### config.mk
export PLATFORM = sky130hd
export DESIGN_NAME = pin_mux_top
export DESIGN_NICKNAME = d
export VERILOG_FILES = /design/src/logic/pin_mux_pkg.sv /design/src/logic/obs_sel_if.sv /design/src/logic/obs_selector.sv /design/src/logic/pin_mux_top.sv
export SDC_FILE = /design/constraint.sdc
export NUM_CORES = 1
export LEC_CHECK = 0
export ABC_AREA = 1
export BUFFER_PORTS_ARGS = -buffer_cell sky130_fd_sc_hd__buf_2
export CORE_ASPECT_RATIO = 0.7
export CORE_MARGIN = 1.5
export CORE_UTILIZATION = 44
export CTS_CLUSTER_SIZE = 28
export DETAILED_ROUTE_END_ITERATION = 8
export PLACE_DENSITY_LB_ADDON = 0.1
export SLEW_MARGIN = 30
export SYNTH_ARGS = -nofsm -noshare
export SYNTH_HDL_FRONTEND = slang
export SYNTH_SLANG_ARGS = --single-unit
### constraint.sdc
create_clock -name I_CLK -period 2.2 [get_ports I_CLK]
set_input_delay 0.11 -clock I_CLK [delete_from_list [all_inputs] [get_ports I_CLK]]
set_output_delay 0.11 -clock I_CLK [all_outputs]
set_load 0.02 [all_outputs]
### src/logic/pin_mux_pkg.sv
/*
 * Shared constants for the observation pin multiplexer and its register port:
 * register offsets, field positions, reset values, serial frame layout and select codes.
 * Assumes a 24-bit register data word and a 6-bit register address in each frame.
 */
package pin_mux_pkg;
    localparam int DATA_W = 24;
    localparam int ADDR_W = 6;
    localparam int HDR_BITS = 1 + ADDR_W;
    localparam int FRAME_BITS = HDR_BITS + DATA_W;
    localparam int CNT_W = 6;
    localparam int SEL_W = 5;
    localparam int OBS_W = 32;
    localparam int RATIO_W = 14;
    localparam int PINSEL_W = 10;

    // register offsets
    localparam logic [ADDR_W-1:0] EXACT_FREQUENCY_RATIO_OFS = 6'h0C;
    localparam logic [ADDR_W-1:0] OUTPUT_PIN_SELECT_CONTROL_OFS = 6'h0F;

    // reset values
    localparam logic [RATIO_W-1:0] RATIO_RST = 14'h0000;
    localparam logic [PINSEL_W-1:0] PINSEL_RST = 10'h001;

    // output_pin_select_control fields
    localparam int SIGNAL_SELECT_LSB = 0;
    localparam int TEST_DATA_BIT = 5;
    localparam int AUTOMUX_INHIBIT_BIT = 6;
    localparam int PIN_DRIVER_ALWAYS_ON_BIT = 7;
    localparam int PULLUP_TRANSISTOR_OFF_BIT = 8;
    localparam int PULLDOWN_TRANSISTOR_OFF_BIT = 9;

    // correction_ratio values below this keep exact-frequency mode off
    localparam logic [RATIO_W-1:0] RATIO_MIN_ACTIVE = 14'h0002;

    // observation select codes
    localparam logic [SEL_W-1:0] SEL_TEST_DATA = 5'h00;
    localparam logic [SEL_W-1:0] SEL_LOCK_DETECT = 5'h01;
    localparam logic [SEL_W-1:0] SEL_LOCK_WINDOW = 5'h02;
    localparam logic [SEL_W-1:0] SEL_RING_OSC = 5'h04;
    localparam logic [SEL_W-1:0] SEL_CSP_PULLUP = 5'h05;
    localparam logic [SEL_W-1:0] SEL_CSP_PULLDOWN = 5'h06;
    localparam logic [SEL_W-1:0] SEL_REF_BUFFER = 5'h08;
    localparam logic [SEL_W-1:0] SEL_REF_DIVIDER = 5'h09;
    localparam logic [SEL_W-1:0] SEL_OUT_DIVIDER = 5'h0A;
    localparam logic [SEL_W-1:0] SEL_MOD_CLOCK = 5'h0B;
    localparam logic [SEL_W-1:0] SEL_AUX_CLOCK = 5'h0C;
    localparam logic [SEL_W-1:0] SEL_AUX_SERIAL_CLOCK = 5'h0D;
    localparam logic [SEL_W-1:0] SEL_AUX_SERIAL_ENABLE = 5'h0E;
    localparam logic [SEL_W-1:0] SEL_AUX_SERIAL_DATA = 5'h0F;
    localparam logic [SEL_W-1:0] SEL_PHASE_DETECTOR_DN = 5'h10;
    localparam logic [SEL_W-1:0] SEL_PHASE_DETECTOR_UP = 5'h11;
    localparam logic [SEL_W-1:0] SEL_MOD_CLOCK_DELAY = 5'h12;
    localparam logic [SEL_W-1:0] SEL_CORE_CLOCK = 5'h13;
    localparam logic [SEL_W-1:0] SEL_STROBE_FIRST = 5'h14;
    localparam logic [SEL_W-1:0] SEL_LATCH_ENABLE = 5'h17;
    localparam logic [SEL_W-1:0] SEL_STROBE_LAST = 5'h19;
    localparam logic [SEL_W-1:0] SEL_UNUSED_FIRST = 5'h1A;
    localparam logic [SEL_W-1:0] SEL_UNUSED_LAST = 5'h1D;
    localparam logic [SEL_W-1:0] SEL_OUT_BUFFER_ENABLE = 5'h1E;
    localparam logic [SEL_W-1:0] SEL_SOFTWARE_RESET = 5'h1F;
endpackage : pin_mux_pkg

### src/logic/obs_sel_if.sv
/*
 * Carrier between the pin mux top and its observation selector.
 * Assumes both ends run on the same clock; the selector is purely combinational.
 */
`timescale 1ns/1ps
`default_nettype none
interface obs_sel_if;
    import pin_mux_pkg::*;
    logic [SEL_W-1:0] sel;
    logic test_bit;
    logic [OBS_W-1:0] obs;
    logic picked;
    modport owner (output sel, output test_bit, output obs, input picked);
    modport chooser (input sel, input test_bit, input obs, output picked);
endinterface : obs_sel_if
`default_nettype wire

### src/logic/obs_selector.sv
/*
 * Picks one observation signal by its five-bit select code.
 * Assumes the observation vector is already on the local clock; unused codes give zero.
 */
`timescale 1ns/1ps
`default_nettype none
module obs_selector (
    obs_sel_if.chooser bus
);
    import pin_mux_pkg::*;

    always_comb begin
        if (bus.sel == SEL_TEST_DATA) begin
            bus.picked = bus.test_bit;
        end else if (bus.sel == 5'h03 || bus.sel == 5'h07 ||
                     (bus.sel >= SEL_UNUSED_FIRST && bus.sel <= SEL_UNUSED_LAST)) begin
            bus.picked = 1'b0;
        end else begin
            bus.picked = bus.obs[bus.sel];
        end
    end
endmodule : obs_selector
`default_nettype wire

### src/logic/pin_mux_top.sv
/*
 * Shared lock-detect / read-data pin with its observation mux, plus the
 * exact-frequency correction ratio, both reached through a serial register port.
 * Assumes serial pins are asynchronous to I_CLK and toggle well below I_CLK/4;
 * observation inputs come from logic on I_CLK.
 */
// What this block does
// Software loads ratio: comparison over correction rate.
// Ratio 0 or 1 disables exact mode.
// Pin tri-stated after reset, driven on reads.
// Always-on bit keeps driver on continuously.
// Host keeps line unshared while always-on set.
// Five-bit select picks pin signal, reset one.
// Select zero outputs software test bit.
// Codes route lock, slip and detector signals.
// Codes route reference, divider, clock, aux signals.
// Codes route strobes, buffer enable, soft reset.
// Inhibit bit stops muxing read data onto pin.
// Software keeps FET bits zero, avoids unused codes.
`timescale 1ns/1ps
`default_nettype none
module pin_mux_top (
    // clock and reset
    input wire logic I_CLK,
    input wire logic I_RST,
    // serial register port
    input wire logic I_SPI_SCK,
    input wire logic I_SPI_SEL_N,
    input wire logic I_SPI_SDI,
    // shared lock / read-data pin
    output logic O_LOCK_AND_READ_DATA_PIN,
    output logic O_LOCK_AND_READ_DATA_PIN_OE,
    // observation signals from the device core, indexed by select code
    input wire logic [pin_mux_pkg::OBS_W-1:0] I_OBS_SIGNALS,
    // register-driven controls
    output logic [pin_mux_pkg::RATIO_W-1:0] O_CORRECTION_RATIO,
    output logic O_EXACT_FREQ_ENABLE,
    output logic O_PULLUP_TRANSISTOR_OFF,
    output logic O_PULLDOWN_TRANSISTOR_OFF
);
    import pin_mux_pkg::*;

    // pin synchronisers
    logic sck_m_q, sck_s_q, sck_p_q;
    logic sel_m_q, sel_s_q;
    logic sdi_m_q, sdi_s_q;
    logic sck_rise, sck_fall;

    always_ff @(posedge I_CLK) begin
        if (I_RST) begin
            sck_m_q <= 1'b0;
            sck_s_q <= 1'b0;
            sck_p_q <= 1'b0;
            sel_m_q <= 1'b1;
            sel_s_q <= 1'b1;
            sdi_m_q <= 1'b0;
            sdi_s_q <= 1'b0;
        end else begin
            sck_m_q <= I_SPI_SCK;
            sck_s_q <= sck_m_q;
            sck_p_q <= sck_s_q;
            sel_m_q <= I_SPI_SEL_N;
            sel_s_q <= sel_m_q;
            sdi_m_q <= I_SPI_SDI;
            sdi_s_q <= sdi_m_q;
        end
    end

    assign sck_rise = sck_s_q & ~sck_p_q;
    assign sck_fall = ~sck_s_q & sck_p_q;

    // serial frame state and registers
    logic [CNT_W-1:0] cnt_q, cnt_d;
    logic [FRAME_BITS-2:0] shin_q, shin_d;
    logic [DATA_W-1:0] shout_q, shout_d;
    logic [ADDR_W-1:0] addr_q, addr_d;
    logic reading_q, reading_d;
    logic [RATIO_W-1:0] ratio_q, ratio_d;
    logic [PINSEL_W-1:0] pinsel_q, pinsel_d;
    logic [ADDR_W-1:0] hdr_addr;
    logic [DATA_W-1:0] wr_data;
    logic [DATA_W-1:0] rd_value;

    assign hdr_addr = {shin_q[ADDR_W-2:0], sdi_s_q};
    assign wr_data = {shin_q[DATA_W-2:0], sdi_s_q};

    always_comb begin
        rd_value = '0;
        case (hdr_addr)
            EXACT_FREQUENCY_RATIO_OFS: rd_value[RATIO_W-1:0] = ratio_q;
            OUTPUT_PIN_SELECT_CONTROL_OFS: rd_value[PINSEL_W-1:0] = pinsel_q;
            default: rd_value = '0;
        endcase
    end

    always_comb begin
        cnt_d = cnt_q;
        shin_d = shin_q;
        shout_d = shout_q;
        addr_d = addr_q;
        reading_d = reading_q;
        ratio_d = ratio_q;
        pinsel_d = pinsel_q;
        if (sel_s_q) begin
            cnt_d = '0;
            reading_d = 1'b0;
        end else begin
            if (sck_rise) begin
                shin_d = {shin_q[FRAME_BITS-3:0], sdi_s_q};
                if (cnt_q != CNT_W'(FRAME_BITS)) begin
                    cnt_d = cnt_q + 1'b1;
                end
                if (cnt_q == CNT_W'(HDR_BITS - 1)) begin
                    addr_d = hdr_addr;
                    reading_d = shin_q[ADDR_W-1];
                    shout_d = rd_value;
                end
                if (cnt_q == CNT_W'(FRAME_BITS - 1) && !reading_q) begin
                    case (addr_q)
                        EXACT_FREQUENCY_RATIO_OFS: ratio_d = wr_data[RATIO_W-1:0];
                        OUTPUT_PIN_SELECT_CONTROL_OFS: pinsel_d = wr_data[PINSEL_W-1:0];
                        default: ;
                    endcase
                end
            end
            // first data bit is presented at header end; later bits on falling edges
            if (sck_fall && reading_q && cnt_q > CNT_W'(HDR_BITS)) begin
                shout_d = {shout_q[DATA_W-2:0], 1'b0};
            end
        end
    end

    always_ff @(posedge I_CLK) begin
        if (I_RST) begin
            cnt_q <= '0;
            shin_q <= '0;
            shout_q <= '0;
            addr_q <= '0;
            reading_q <= 1'b0;
            ratio_q <= RATIO_RST;
            pinsel_q <= PINSEL_RST;
        end else begin
            cnt_q <= cnt_d;
            shin_q <= shin_d;
            shout_q <= shout_d;
            addr_q <= addr_d;
            reading_q <= reading_d;
            ratio_q <= ratio_d;
            pinsel_q <= pinsel_d;
        end
    end

    // observation selection
    obs_sel_if sel_bus ();
    logic read_active;
    logic [OBS_W-1:0] obs_all;

    assign read_active = reading_q & ~sel_s_q;

    always_comb begin
        obs_all = I_OBS_SIGNALS;
        obs_all[SEL_LATCH_ENABLE] = ~sel_s_q;
        obs_all[SEL_OUT_BUFFER_ENABLE] = O_LOCK_AND_READ_DATA_PIN_OE;
    end

    assign sel_bus.sel = pinsel_q[SIGNAL_SELECT_LSB +: SEL_W];
    assign sel_bus.test_bit = pinsel_q[TEST_DATA_BIT];
    assign sel_bus.obs = obs_all;

    obs_selector u_obs_selector (
        .bus(sel_bus.chooser)
    );

    // pin drive and outputs
    logic pin_d, oe_d;
    logic exact_en_d;

    always_comb begin
        oe_d = pinsel_q[PIN_DRIVER_ALWAYS_ON_BIT] | read_active;
        if (pinsel_q[AUTOMUX_INHIBIT_BIT]) begin
            pin_d = sel_bus.picked;
        end else if (read_active) begin
            pin_d = shout_q[DATA_W-1];
        end else begin
            pin_d = sel_bus.picked;
        end
        exact_en_d = (ratio_q >= RATIO_MIN_ACTIVE);
    end

    always_ff @(posedge I_CLK) begin
        if (I_RST) begin
            O_LOCK_AND_READ_DATA_PIN <= 1'b0;
            O_LOCK_AND_READ_DATA_PIN_OE <= 1'b0;
            O_CORRECTION_RATIO <= RATIO_RST;
            O_EXACT_FREQ_ENABLE <= 1'b0;
            O_PULLUP_TRANSISTOR_OFF <= 1'b0;
            O_PULLDOWN_TRANSISTOR_OFF <= 1'b0;
        end else begin
            O_LOCK_AND_READ_DATA_PIN <= pin_d;
            O_LOCK_AND_READ_DATA_PIN_OE <= oe_d;
            O_CORRECTION_RATIO <= ratio_q;
            O_EXACT_FREQ_ENABLE <= exact_en_d;
            O_PULLUP_TRANSISTOR_OFF <= pinsel_q[PULLUP_TRANSISTOR_OFF_BIT];
            O_PULLDOWN_TRANSISTOR_OFF <= pinsel_q[PULLDOWN_TRANSISTOR_OFF_BIT];
        end
    end
endmodule : pin_mux_top
`default_nettype wire

# == Word level (Yosys, flattened, before mapping) ==
# Index checks and enable logic that the tools add are counted.
# classes
n_addsub,1
magnitude_cmp,5
eq_ne,9
muxes,11
bitwise,7
reduce_logical,18
# op_table
operator,n
$mux W24,3
$eq A6 B4 Y1 const B,4
$pmux W10 S2,1
$ge A14 B2 Y1 const B,1
$reduce_and A4 Y1,2
$add A6 B1 Y6 const B,1
$eq A6 B3 Y1 const B,1
$eq A6 B5 Y1 const B,1
$gt A6 B3 Y1 const B,1
$lt A5 B6 Y1 const B,1
$ne A6 B5 Y1 const B,1
$reduce_and A2 Y1,3
$reduce_and A3 Y1,2
$bmux W1 S5,1
$eq A5 B2 Y1 const B,1
$eq A5 B3 Y1 const B,1
$ge A5 B5 Y1 const B,1
$le A5 B5 Y1 const B,1
$logic_not A5 Y1,1
$mux W1,5
$logic_and A1 B1 Y1,4
$mux W4,1
$reduce_bool A2 Y1,2
$and A1 B1 Y1,3
5 further kinds,8
# totals
reg_bits,100
input_bits,37
output_inout_bits,19
elab_cells,71

# == Depth between registers and ports, before layout ==
# Gate-level depths: netlist of run 1.
# logic_depth
word_depth,7
ltp_mapped,12
ltp_nobuf,11

# == Hierarchy ==
# Synthesis of run 1 repeated with hierarchy kept, for this count alone.
# unflattened
cells_unflattened,682
hier_area_um2,4608.2
# modules_own_cells
module,n_inst,cells_per_inst,area_each_um2,seq_area_each_um2
pin_mux_top,1,575,4142.7,2001.9
obs_selector,1,107,465.4,0.0

# == Worst setup path after synthesis of run 1 ==
# No wires, ideal clock.
# synth_path
kind,register -> register
startpoint,reg cnt_q[0]
endpoint,reg shout_q[10]
setup_time_ns,0.116
arrival_ns,1.330
required_time_ns,2.084
slack_ns,0.754
path_stages_with_launch,11
path_buffers,1
synth_period_minus_slack_ns,1.446
cell_sequence,dfxtp_1 inv_1 ha_1 inv_1 nor3_2 nand2_2 nand2_4 inv_2 buf_4 nor2_1 nor2_1
# synth_via
elab_chain_len,4
elab_cells_between_ends,7
classes_between,order compare (1); eq/ne (1); mux (1); reduce/logical (4)
# synth_lines
item,line,text
start: declaration,pin_mux_top.sv:73,"logic [CNT_W-1:0] cnt_q, cnt_d;"
start signal: assignment,pin_mux_top.sv:143,cnt_q <= cnt_d;
$gt A6 B3 Y1,pin_mux_top.sv:127,if (sck_fall && reading_q && cnt_q > CNT_W'(HDR_BITS)) begin
$logic_and A1 B1 Y1,pin_mux_top.sv:127,
$reduce_bool A2 Y1 (no line),--,
$reduce_and A3 Y1 (no line),--,
end signal: assignment,pin_mux_top.sv:145,shout_q <= shout_d;
end: declaration,pin_mux_top.sv:75,"logic [DATA_W-1:0] shout_q, shout_d;"
# Parallel ways exist; a longest one is shown, timed or not.
# A chain may end at the register's enable or synchronous reset.

# == Worst setup path in the final report of run 1 ==
# layout_path
startpoint,reg cnt_q[0]
endpoint,reg shout_q[0]
# The elaborated chain is that of the path after synthesis.

==> flow_summary.json, run 1 <==
{
  "status": "finished, final reports clean",
  "firstDrtPassIters": 4,
  "synth_seq_cells": 100,
  "post-route-min-period_ps": 1853,
  "finalMaxSlewViolations": 0,
  "layout.cells.non_filler": 741,
  "grt_first_pass_wirelength_um": 16790,
  "layout_common_cells": "dfxtp_1, nand2_1, inv_1",
  "postCtsSetupRepairBufs": 0,
  "multiInputGateArea_um2": 1800,
  "syn_avg_cell_area_um2": 7.590,
  "cts-hold-fix-buffers": 3,
  "antenna_found_initial": 0,
  "num_io_pins": 56,
  "worstHoldPathType": "input pin to register",
  "required_ps": 2390,
  "num-nets-final": 652,
  "port_buffers": 53,
  "cts_max_level": 3,
  "criticalPathCategory": "register to register",
  "cts_resized": 0,
  "path_max_fanout": 26,
  "place_hpwl_um": 6923,
  "slew_headroom_pct": 55.62,
  "p_comb_share_pct": 3.1,
  "initial_utilization_pct": 46.10,
  "synth_top_area_cell": "dfxtp_1",
  "synth.area.top_cells": "dfxtp_1, nand2_1, inv_1",
  "met3_usage_pct": 5.914,
  "yosysWarnings": 0,
  "p_int_w": 0.002803,
  "regArea_um2": 2002,
  "min_period_over_period_pct": 84.25,
  "grt_setup_unrepaired": "no",
  "cellLeakagePower_nw": 2.131,
  "numCtsBuffers": 9,
  "irDropWorstVdd_uv": 582.3,
  "wl_um": 9935,
  "crit_path_end_kind": "register",
  "seq_power_share_pct": 51.9,
  "fillCellCount": 881,
  "die_width_um": 120.7,
  "die_height_um": 85.38,
  "cap_violations": 0,
  "worstPathArrival_ps": 2040,
  "syn_to_final_growth_pct": 15.69,
  "fmax_ghz": 0.5395,
  "drc": 0,
  "setup_viol": 0,
  "root_buffer": "clkbuf_16",
  "grt_overflow": 0,
  "grt-busiest-layer": "met1",
  "drt_iter0_markers": 202,
  "clk_pin_slew_ps": 60,
  "switchingPower_w": 0.0007138,
  "final_common_cell": "dfxtp_1",
  "grt_use_met1_pct": 30.23,
  "ys_types": 42,
  "core_area_um2": 9253,
  "powerDensity_nw_per_um2": 712.7,
  "vias_per_cell": 5.019,
  "grt_max_degree": 59,
  "dieArea_um2": 10300,
  "crit_path_start_kind": "register",
  "first_global_vias": 3389,
  "yosysSeqAreaShare_pct": 46.93,
  "num_vias": 3719,
  "grt_use_met2_pct": 30.01,
  "final_antenna_net_count": 0,
  "synth_nets": 601,
  "setup_tns_ps": 0,
  "dp.cells": 723,
  "synth_top_area_share_pct": 46.93,
  "hold_viol": 0,
  "syn_area_um2": 4265,
  "wl_per_cell_um": 13.41,
  "cts_num_sinks": 100,
  "tightestPinTransition_ps": 665.6,
  "place.gp.congestion": 0.8024,
  "finClkSkew_ps": 7.529,
  "layout-drive-gt1-share_pct": 17.02,
  "grt_use_total_pct": 20.78,
  "row_count": 29,
  "clock_latency_ps": 340,
  "antenna_cells": 0,
  "cts.path.max_buffers": 2,
  "p_sw_share_pct": 20.30,
  "power.share.clock_pct": 45.0,
  "tritoncts": "built",
  "synthCells": 562
}
critical path, stage by stage, from the launching register on:
cell and delay [ps]:
dfxtp_1 330, inv_1 90, ha_1 150, inv_1 80, nor3_2 210, nand2_2 180
nand2_4 280, inv_2 180, nand2_1 110, a21oi_1 80
sequential cells by signal (all words and copies together) (netlist names):
signal / flops
pinsel_q: 10
sck_m_q: 1
sck_s_q: 1
sel_s_q: 1
sel_m_q: 1
O_PULLUP_TRANSISTOR_OFF: 1
sdi_m_q: 1
O_LOCK_AND_READ_DATA_PIN: 1
ratio_q: 14
O_PULLDOWN_TRANSISTOR_OFF: 1
shout_q: 24
sck_p_q: 1
O_LOCK_AND_READ_DATA_PIN_OE: 1
sdi_s_q: 1
reading_q: 1
shin_q: 13
O_EXACT_FREQ_ENABLE: 1
addr_q: 6
cnt_q: 6
O_CORRECTION_RATIO: 14
final timing paths:
| kind | startpoint | to | slack (ps) | cells past startpoint |
|---|---|---|---|---|
| worst max-delay path | cnt_q[0] | shout_q[0] | 350 | 9 |
| worst min-delay path | I_OBS_SIGNALS[13] | O_LOCK_AND_READ_DATA_PIN | 300 | 7 |
| worst max register to register | cnt_q[0] | shout_q[0] | 350 | 9 |
| worst min register to register | sck_m_q | sck_s_q | 410 | 2 |
Yosys cell counts (all sizes together):
library cell and n:
dfxtp 100, o31ai 1, a21oi 58, buf 11
a22oi 3, o211ai 2, nor2 66, a41oi 1
nor3 10, ha 2, or2 3, clkbuf 13
nand4 5, nand2 92, nor4 5, inv 83
o211a 1, o22ai 10, nand3 23, nor3b 2
clkinv 2, o21bai 1, a211oi 8, o21ai 60
cells by family after synthesis:
logic type,Yosys count,share of synthesized area (%)
and+or+nand+nor,206,22.50
AOI/OAI and AO/OA,145,19.13
buffers and inverters,109,10.85
DFF,100,46.93
adders and majority gates,2,0.5866
metrics by stage:
step           cell area [um2]  hold WS [ps]  worst slack [ps]  utilization [%]  power [W]
5_1_grt                   4935         333.9             168.5            53.33   0.003649
2_1_floorplan             4265         213.8             753.9                -   0.001926
3_5_place_dp              4602         302.6             399.4            49.74   0.001970
4_1_cts                   4935         285.3             334.7            53.33   0.003555
6_report                  4935         300.2             346.5            53.33   0.003517
3_3_place_gp              4602         303.2             466.7            49.74   0.001969
layer usage:
metal  vias up  part of all wire [%]  wire length, um
li1       1921                     -                -
met1      1694                    50             4936
met2        99                    42             4200
met3         5                   7.4              737
met4         0                  0.60               60
met5         -                     0                0
area by class of cell:
class	instances	area share [%]
flip-flops and latches	100	40.57
multi-input cells	353	36.49
repair buffers	64	7.201
inverters	85	6.466
clock buffers	12	5.198
well taps	124	3.144
clock inverters	3	0.9381
power by group through the flow:
stage          Sequential [W]  Combinational [W]  Clock, W
2_1_floorplan         0.00187          0.0000598         0
3_3_place_gp          0.00187           0.000102         0
3_5_place_dp          0.00187           0.000103         0
4_1_cts               0.00183           0.000108   0.00162
5_1_grt               0.00183           0.000123   0.00170
6_report              0.00183           0.000108   0.00158
No activity file was read; power rests on OpenSTA's default activity.
==> inputs of run 2 (changes only) <==
--- a/config.mk
+++ b/config.mk
@@ -5,7 +5,7 @@
 export SDC_FILE = /design/constraint.sdc
 export NUM_CORES = 1
 export LEC_CHECK = 0
-export ABC_AREA = 1
+export ABC_AREA = 0
 export BUFFER_PORTS_ARGS = -buffer_cell sky130_fd_sc_hd__buf_2
 export CORE_ASPECT_RATIO = 0.7
 export CORE_MARGIN = 1.5
==> constraint.sdc (replaced) <==
create_clock -name I_CLK -period 1.8 [get_ports I_CLK]
set_input_delay 0.09 -clock I_CLK [delete_from_list [all_inputs] [get_ports I_CLK]]
set_output_delay 0.09 -clock I_CLK [all_outputs]
set_load 0.02 [all_outputs]
==> flow_summary.json, run 2 <==
{
  "finClkSkew_ps": 5.509,
  "initial_utilization_pct": 45.02,
  "required_ps": 2020,
  "layout_common_cells": "dfxtp_1, nand2_1, buf_2",
  "cts_num_sinks": 100,
  "num_vias": 3408,
  "cap_violations": 0,
  "antenna_cells": 0,
  "place_ws_ps": -63.58,
  "tritoncts": "built",
  "irDropWorstVdd_uv": 547.9,
  "die_height_um": 83.29,
  "synth_nets": 476,
  "clock_latency_ps": 340,
  "ys_top_cells_by_count": "dfxtp_1, nand2_1, nor2_1",
  "wl_um": 9624,
  "synthCells": 437,
  "port_buffers": 53,
  "root_buffer": "clkbuf_16",
  "yosysWarnings": 0,
  "cts_max_level": 3,
  "clk_pin_slew_ps": 70,
  "synth_compound_area_share_pct": 14.52,
  "ys_async_sr_fraction_pct": 0,
  "grt_overflow": 0,
  "synthXorXnorAreaFrac_pct": 0.8647,
  "worst_slack_ps": 91.83,
  "ys_types": 51,
  "synth_top_area_cell": "dfxtp_1",
  "p_int_w": 0.003397,
  "powerDensity_nw_per_um2": 853.2,
  "antenna_found_initial": 0,
  "syn_avg_cell_area_um2": 9.271,
  "die_width_um": 117.7,
  "min_period_over_period_pct": 94.90,
  "setup_viol": 0,
  "num-nets-final": 549,
  "place_hpwl_um": 6739,
  "synth_top_family_by_area": "simple AND/OR/NAND/NOR gates",
  "cellLeakagePower_nw": 1.884,
  "syn_area_um2": 4051,
  "core_area_um2": 8999,
  "firstDrtPassIters": 5,
  "seq_power_share_pct": 51.8,
  "synth_simple_gate_area_share_pct": 21.46,
  "wl_per_cell_um": 15.06,
  "p_comb_share_pct": 2.9,
  "layout-drive-gt1-share_pct": 25.24,
  "synth_top_area_share_pct": 49.41,
  "reg2reg_setup_slack_ps": 90,
  "slew_headroom_pct": 59.33,
  "vias_per_cell": 5.333,
  "criticalPathCategory": "register to register",
  "reg.largest.list": "shout_q (24), O_CORRECTION_RATIO (14), ratio_q (14)",
  "synth.area.top_cells": "dfxtp_1, mux2i_1, nand2_1",
  "num_io_pins": 56,
  "switchingPower_w": 0.0009014,
  "p_sw_share_pct": 20.97,
  "worstPathArrival_ps": 1930,
  "largest_reg_flops": 24,
  "status": "finished, final reports clean",
  "syn_to_final_growth_pct": 24.37,
  "synth_seq_cells": 100,
  "largest-register": "shout_q",
  "first_global_vias": 3154,
  "crit_path_start_kind": "register",
  "final_common_cell": "dfxtp_1",
  "hold_viol": 0,
  "dieArea_um2": 9802,
  "setup_tns_ps": 0,
  "final_antenna_net_count": 0,
  "worstHoldPathType": "input pin to register",
  "place.gp.congestion": 0.7846,
  "tightestPinTransition_ps": 609.4,
  "ys.flop_type": "dfxtp_1",
  "crit_path_end_kind": "register",
  "fmax_ghz": 0.5854,
  "muxShareOfSynthArea_pct": 9.080,
  "finalMaxSlewViolations": 0,
  "yosysSeqAreaShare_pct": 49.41,
  "grt_first_pass_wirelength_um": 15810,
  "drc": 0,
  "drt_iter0_markers": 269,
  "synth_most_common_cell": "dfxtp_1",
  "numCtsBuffers": 9,
  "yosys.area_share.adder_pct": 0.6177,
  "row_count": 29,
  "grt_use_total_pct": 20.26,
  "path_max_fanout": 5,
  "synth_edf_count": 0,
  "cts.path.max_buffers": 2,
  "post-route-min-period_ps": 1708,
  "power.share.clock_pct": 45.3,
  "grt_max_degree": 47
}
## run 2: cell families after synthesis
group	Yosys count
and+or+nand+nor	176
buffers and inverters	35
xor gates and xnor gates	4
AOI/OAI and AO/OA	87
muxes	33
adders and majority gates	2
DFF	100
## run 2: cell type report
type | instances | area [um2]
multi-input cells | 302 | 1943
clock inverters | 5 | 61.31
flip-flops and latches | 100 | 2006
clock buffers | 11 | 242.7
fillers | 847 | 3960
repair buffers | 92 | 611.8
well taps | 124 | 155.1
inverters | 5 | 18.77
## run 2: stage by stage
step	util [%]	total power, W	cell area, um2	cells	hold WS (ps)
3_5_place_dp	51.28	0.002394	4614	619	282.2
6_report	55.99	0.004299	5039	639	149.0
3_3_place_gp	51.28	0.002393	4614	619	280.6
5_1_grt	55.99	0.004420	5039	639	188.2
4_1_cts	55.08	0.004323	4956	638	143.2
2_1_floorplan	-	0.002336	4051	437	193.8
## run 2: repair_timing
item	CTS	global route
setup endpoints to repair	11	46
resized for setup	2	14
pin swaps	0	6
cloned	0	1
hold buffers	3	0
setup buffers	0	0
hold endpoints to repair	3	0
## run 2: worst max-delay path: stages, from the launching register on
cell	delay (ps)
dfxtp_1	430
and4b_1	300
nand4_2	140
buf_6	160
nor2_4	150
clkbuf_16	180
mux2i_1	180
nor2_1	50
## run 2: worst paths after layout
kind,start,to,cells after the start
hold reg to reg,sel_m_q,sel_s_q,1
setup reg to reg,cnt_q[4],pinsel_q[9],7
hold / removal,I_RST,pinsel_q[4],2
setup / recovery,cnt_q[4],pinsel_q[9],7
## run 2: power groups by stage
stage	clock [W]	combinational, W	sequential [W]
floorplan	0	0.0000597	0.00228
global placement	0	0.000117	0.00228
detailed placement	0	0.000118	0.00228
CTS	0.00197	0.000124	0.00223
global route	0.00206	0.000138	0.00223
finish	0.00195	0.000123	0.00223
## run 2: routing by layer
metal  up-vias  wire length, um  GRT usage (%)
met4         0               95          5.211
li1       1680                -              -
met5         -                0              0
met3         8              445          5.014
met2        93             4074          28.92
met1      1627             5008          30.35
==> inputs of run 3 (changes only) <==
--- a/config.mk
+++ b/config.mk
@@ -6,7 +6,7 @@
 export NUM_CORES = 1
 export LEC_CHECK = 0
 export ABC_AREA = 0
-export BUFFER_PORTS_ARGS = -buffer_cell sky130_fd_sc_hd__buf_2
+export BUFFER_PORTS_ARGS = -buffer_cell sky130_fd_sc_hd__buf_4
 export CORE_ASPECT_RATIO = 0.7
 export CORE_MARGIN = 1.5
 export CORE_UTILIZATION = 44
==> flow_summary.json, run 3 (synthesized netlist as in run 2, its figures left out) <==
{
  "status": "finished, final reports clean",
  "clock_latency_ps": 340,
  "cap_violations": 0,
  "hold_path_startpoint": "I_RST",
  "worstHoldEndpoint": "pinsel_q[8]",
  "worstHoldPathType": "input pin to register",
  "slew_headroom_pct": 61.58,
  "port_buffers": 53,
  "irDropWorstVdd_uv": 469.7,
  "first_global_vias": 3200,
  "die_width_um": 117.7,
  "criticalPathCategory": "register to register",
  "place.gp.congestion": 0.7843,
  "rr_endpoint": "pinsel_q[4]",
  "finalPower_w": 0.004392,
  "tritoncts": "built",
  "dp.cells": 615,
  "syn_to_final_growth_pct": 27.36,
  "post-route-min-period_ps": 1767,
  "critPathLaunch": "cnt_q[0]",
  "rr_startpoint": "cnt_q[0]",
  "cts_num_sinks": 100,
  "dieArea_um2": 9802,
  "vias_per_cell": 5.272,
  "fmax_ghz": 0.5660,
  "drt_iter0_markers": 291,
  "hold_depth": 2,
  "powerDensity_nw_per_um2": 851.2,
  "fillCellCount": 827,
  "grt_max_degree": 42,
  "antenna_found_initial": 0,
  "cts_max_level": 3,
  "clk_pin_slew_ps": 70,
  "finClkSkew_ps": 6.541,
  "wl_um": 9596,
  "final_antenna_net_count": 0,
  "required_ps": 2020,
  "largest_reg_flops": 24,
  "hold_viol": 0,
  "wl_per_cell_um": 15.09,
  "setup_viol": 0,
  "root_buffer": "clkbuf_16",
  "drc": 0,
  "num_io_pins": 56,
  "tightestPinTransition_ps": 575.7,
  "reg.largest.list": "shout_q (24), O_CORRECTION_RATIO (14), ratio_q (14)",
  "cellLeakagePower_nw": 1.928,
  "row_count": 29,
  "die_height_um": 83.29,
  "largest-register": "shout_q",
  "grt_use_total_pct": 20.18,
  "layout-drive-gt1-share_pct": 24.80,
  "grt_first_pass_wirelength_um": 15870,
  "crit_path_end_kind": "register",
  "min_period_over_period_pct": 98.16,
  "num_vias": 3353,
  "num-nets-final": 546,
  "path_max_fanout": 5,
  "grt_overflow": 0,
  "initial_utilization_pct": 45.02,
  "cts.path.max_buffers": 2,
  "reg2reg_setup_slack_ps": 30,
  "core_area_um2": 8999,
  "firstDrtPassIters": 5,
  "layout_common_cells": "dfxtp_1, buf_4, nand2_1",
  "antenna_cells": 0,
  "place_hpwl_um": 6632,
  "worstPathArrival_ps": 1990,
  "reg2reg_depth": 9,
  "finalMaxSlewViolations": 0,
  "numCtsBuffers": 9,
  "final_common_cell": "dfxtp_1",
  "crit_path_start_kind": "register",
  "layout.cells.non_filler": 636
}
==> run 3: layout make-up <==
class	instances	area, um2	share of cell area, %
sequential	100	2004	38.85
multi-input combinational	302	1942	37.63
timing repair buffer	89	721.9	13.99
clock buffer	10	229.0	4.437
tap	124	155.1	3.007
clock inverter	6	88.84	1.722
inverter	5	18.77	0.3637
==> run 3: worst max path at each step <==
stage	end	slack [ps]	cells past startpoint
4_1_cts	pinsel_q[3]	60	9
3_3_place_gp	shout_q[3]	-80	6
5_1_grt	ratio_q[6]	-50	8
6_report	pinsel_q[4]	30	9
3_5_place_dp	shout_q[3]	-160	6
2_1_floorplan	ratio_q[3]	40	9
==> run 3: routing by layer <==
layer | global-route usage, % | wire length (um)
met1 | 29.65 | 4804
met2 | 29.61 | 4286
met3 | 5.082 | 451
met4 | 4.989 | 53
met5 | 0 | 0
==> run 3: stage by stage <==
step | util [%] | setup TNS [ps] | worst slack [ps] | hold WS (ps) | instance area, um2
finish | 57.34 | 0 | 33.19 | 107.8 | 5160
global route | 57.34 | -717.0 | -49.04 | 110.6 | 5160
CTS | 56.37 | 0 | 56.76 | 102.9 | 5072
detailed placement | 52.42 | -1101 | -160.7 | 285.9 | 4717
global placement | 52.42 | -457.7 | -78.44 | 280.0 | 4717
floorplan | - | 0 | 40.66 | 193.8 | 4051
==> run 3: repair_timing <==
item | 4_1_cts | 5_1_grt
hold endpoints to repair | 3 | 0
pin swaps | 0 | 2
gates resized for setup | 2 | 14
cloned | 0 | 1
buffers inserted | 0 | 1
endpoints found under the setup margin | 13 | 46
hold buffers | 3 | 0
==> run 3: worst max-delay path: stages (launching register included) <==
cell       delay (ps)
dfxtp_2           320
inv_2              40
ha_2              190
nor4b_4           240
nand4_2           170
buf_6             160
nor2_4            130
clkbuf_16         180
mux2i_1           170
nor2_1             50
==> run 3: power breakdown <==
group	total (W)	switching (W)	leakage [nW]	internal, W
sequential	0.00223	0.00000680	0.808	0.00222
clock	0.00202	0.000806	0.149	0.00122
combinational	0.000142	0.0000628	0.972	0.0000791
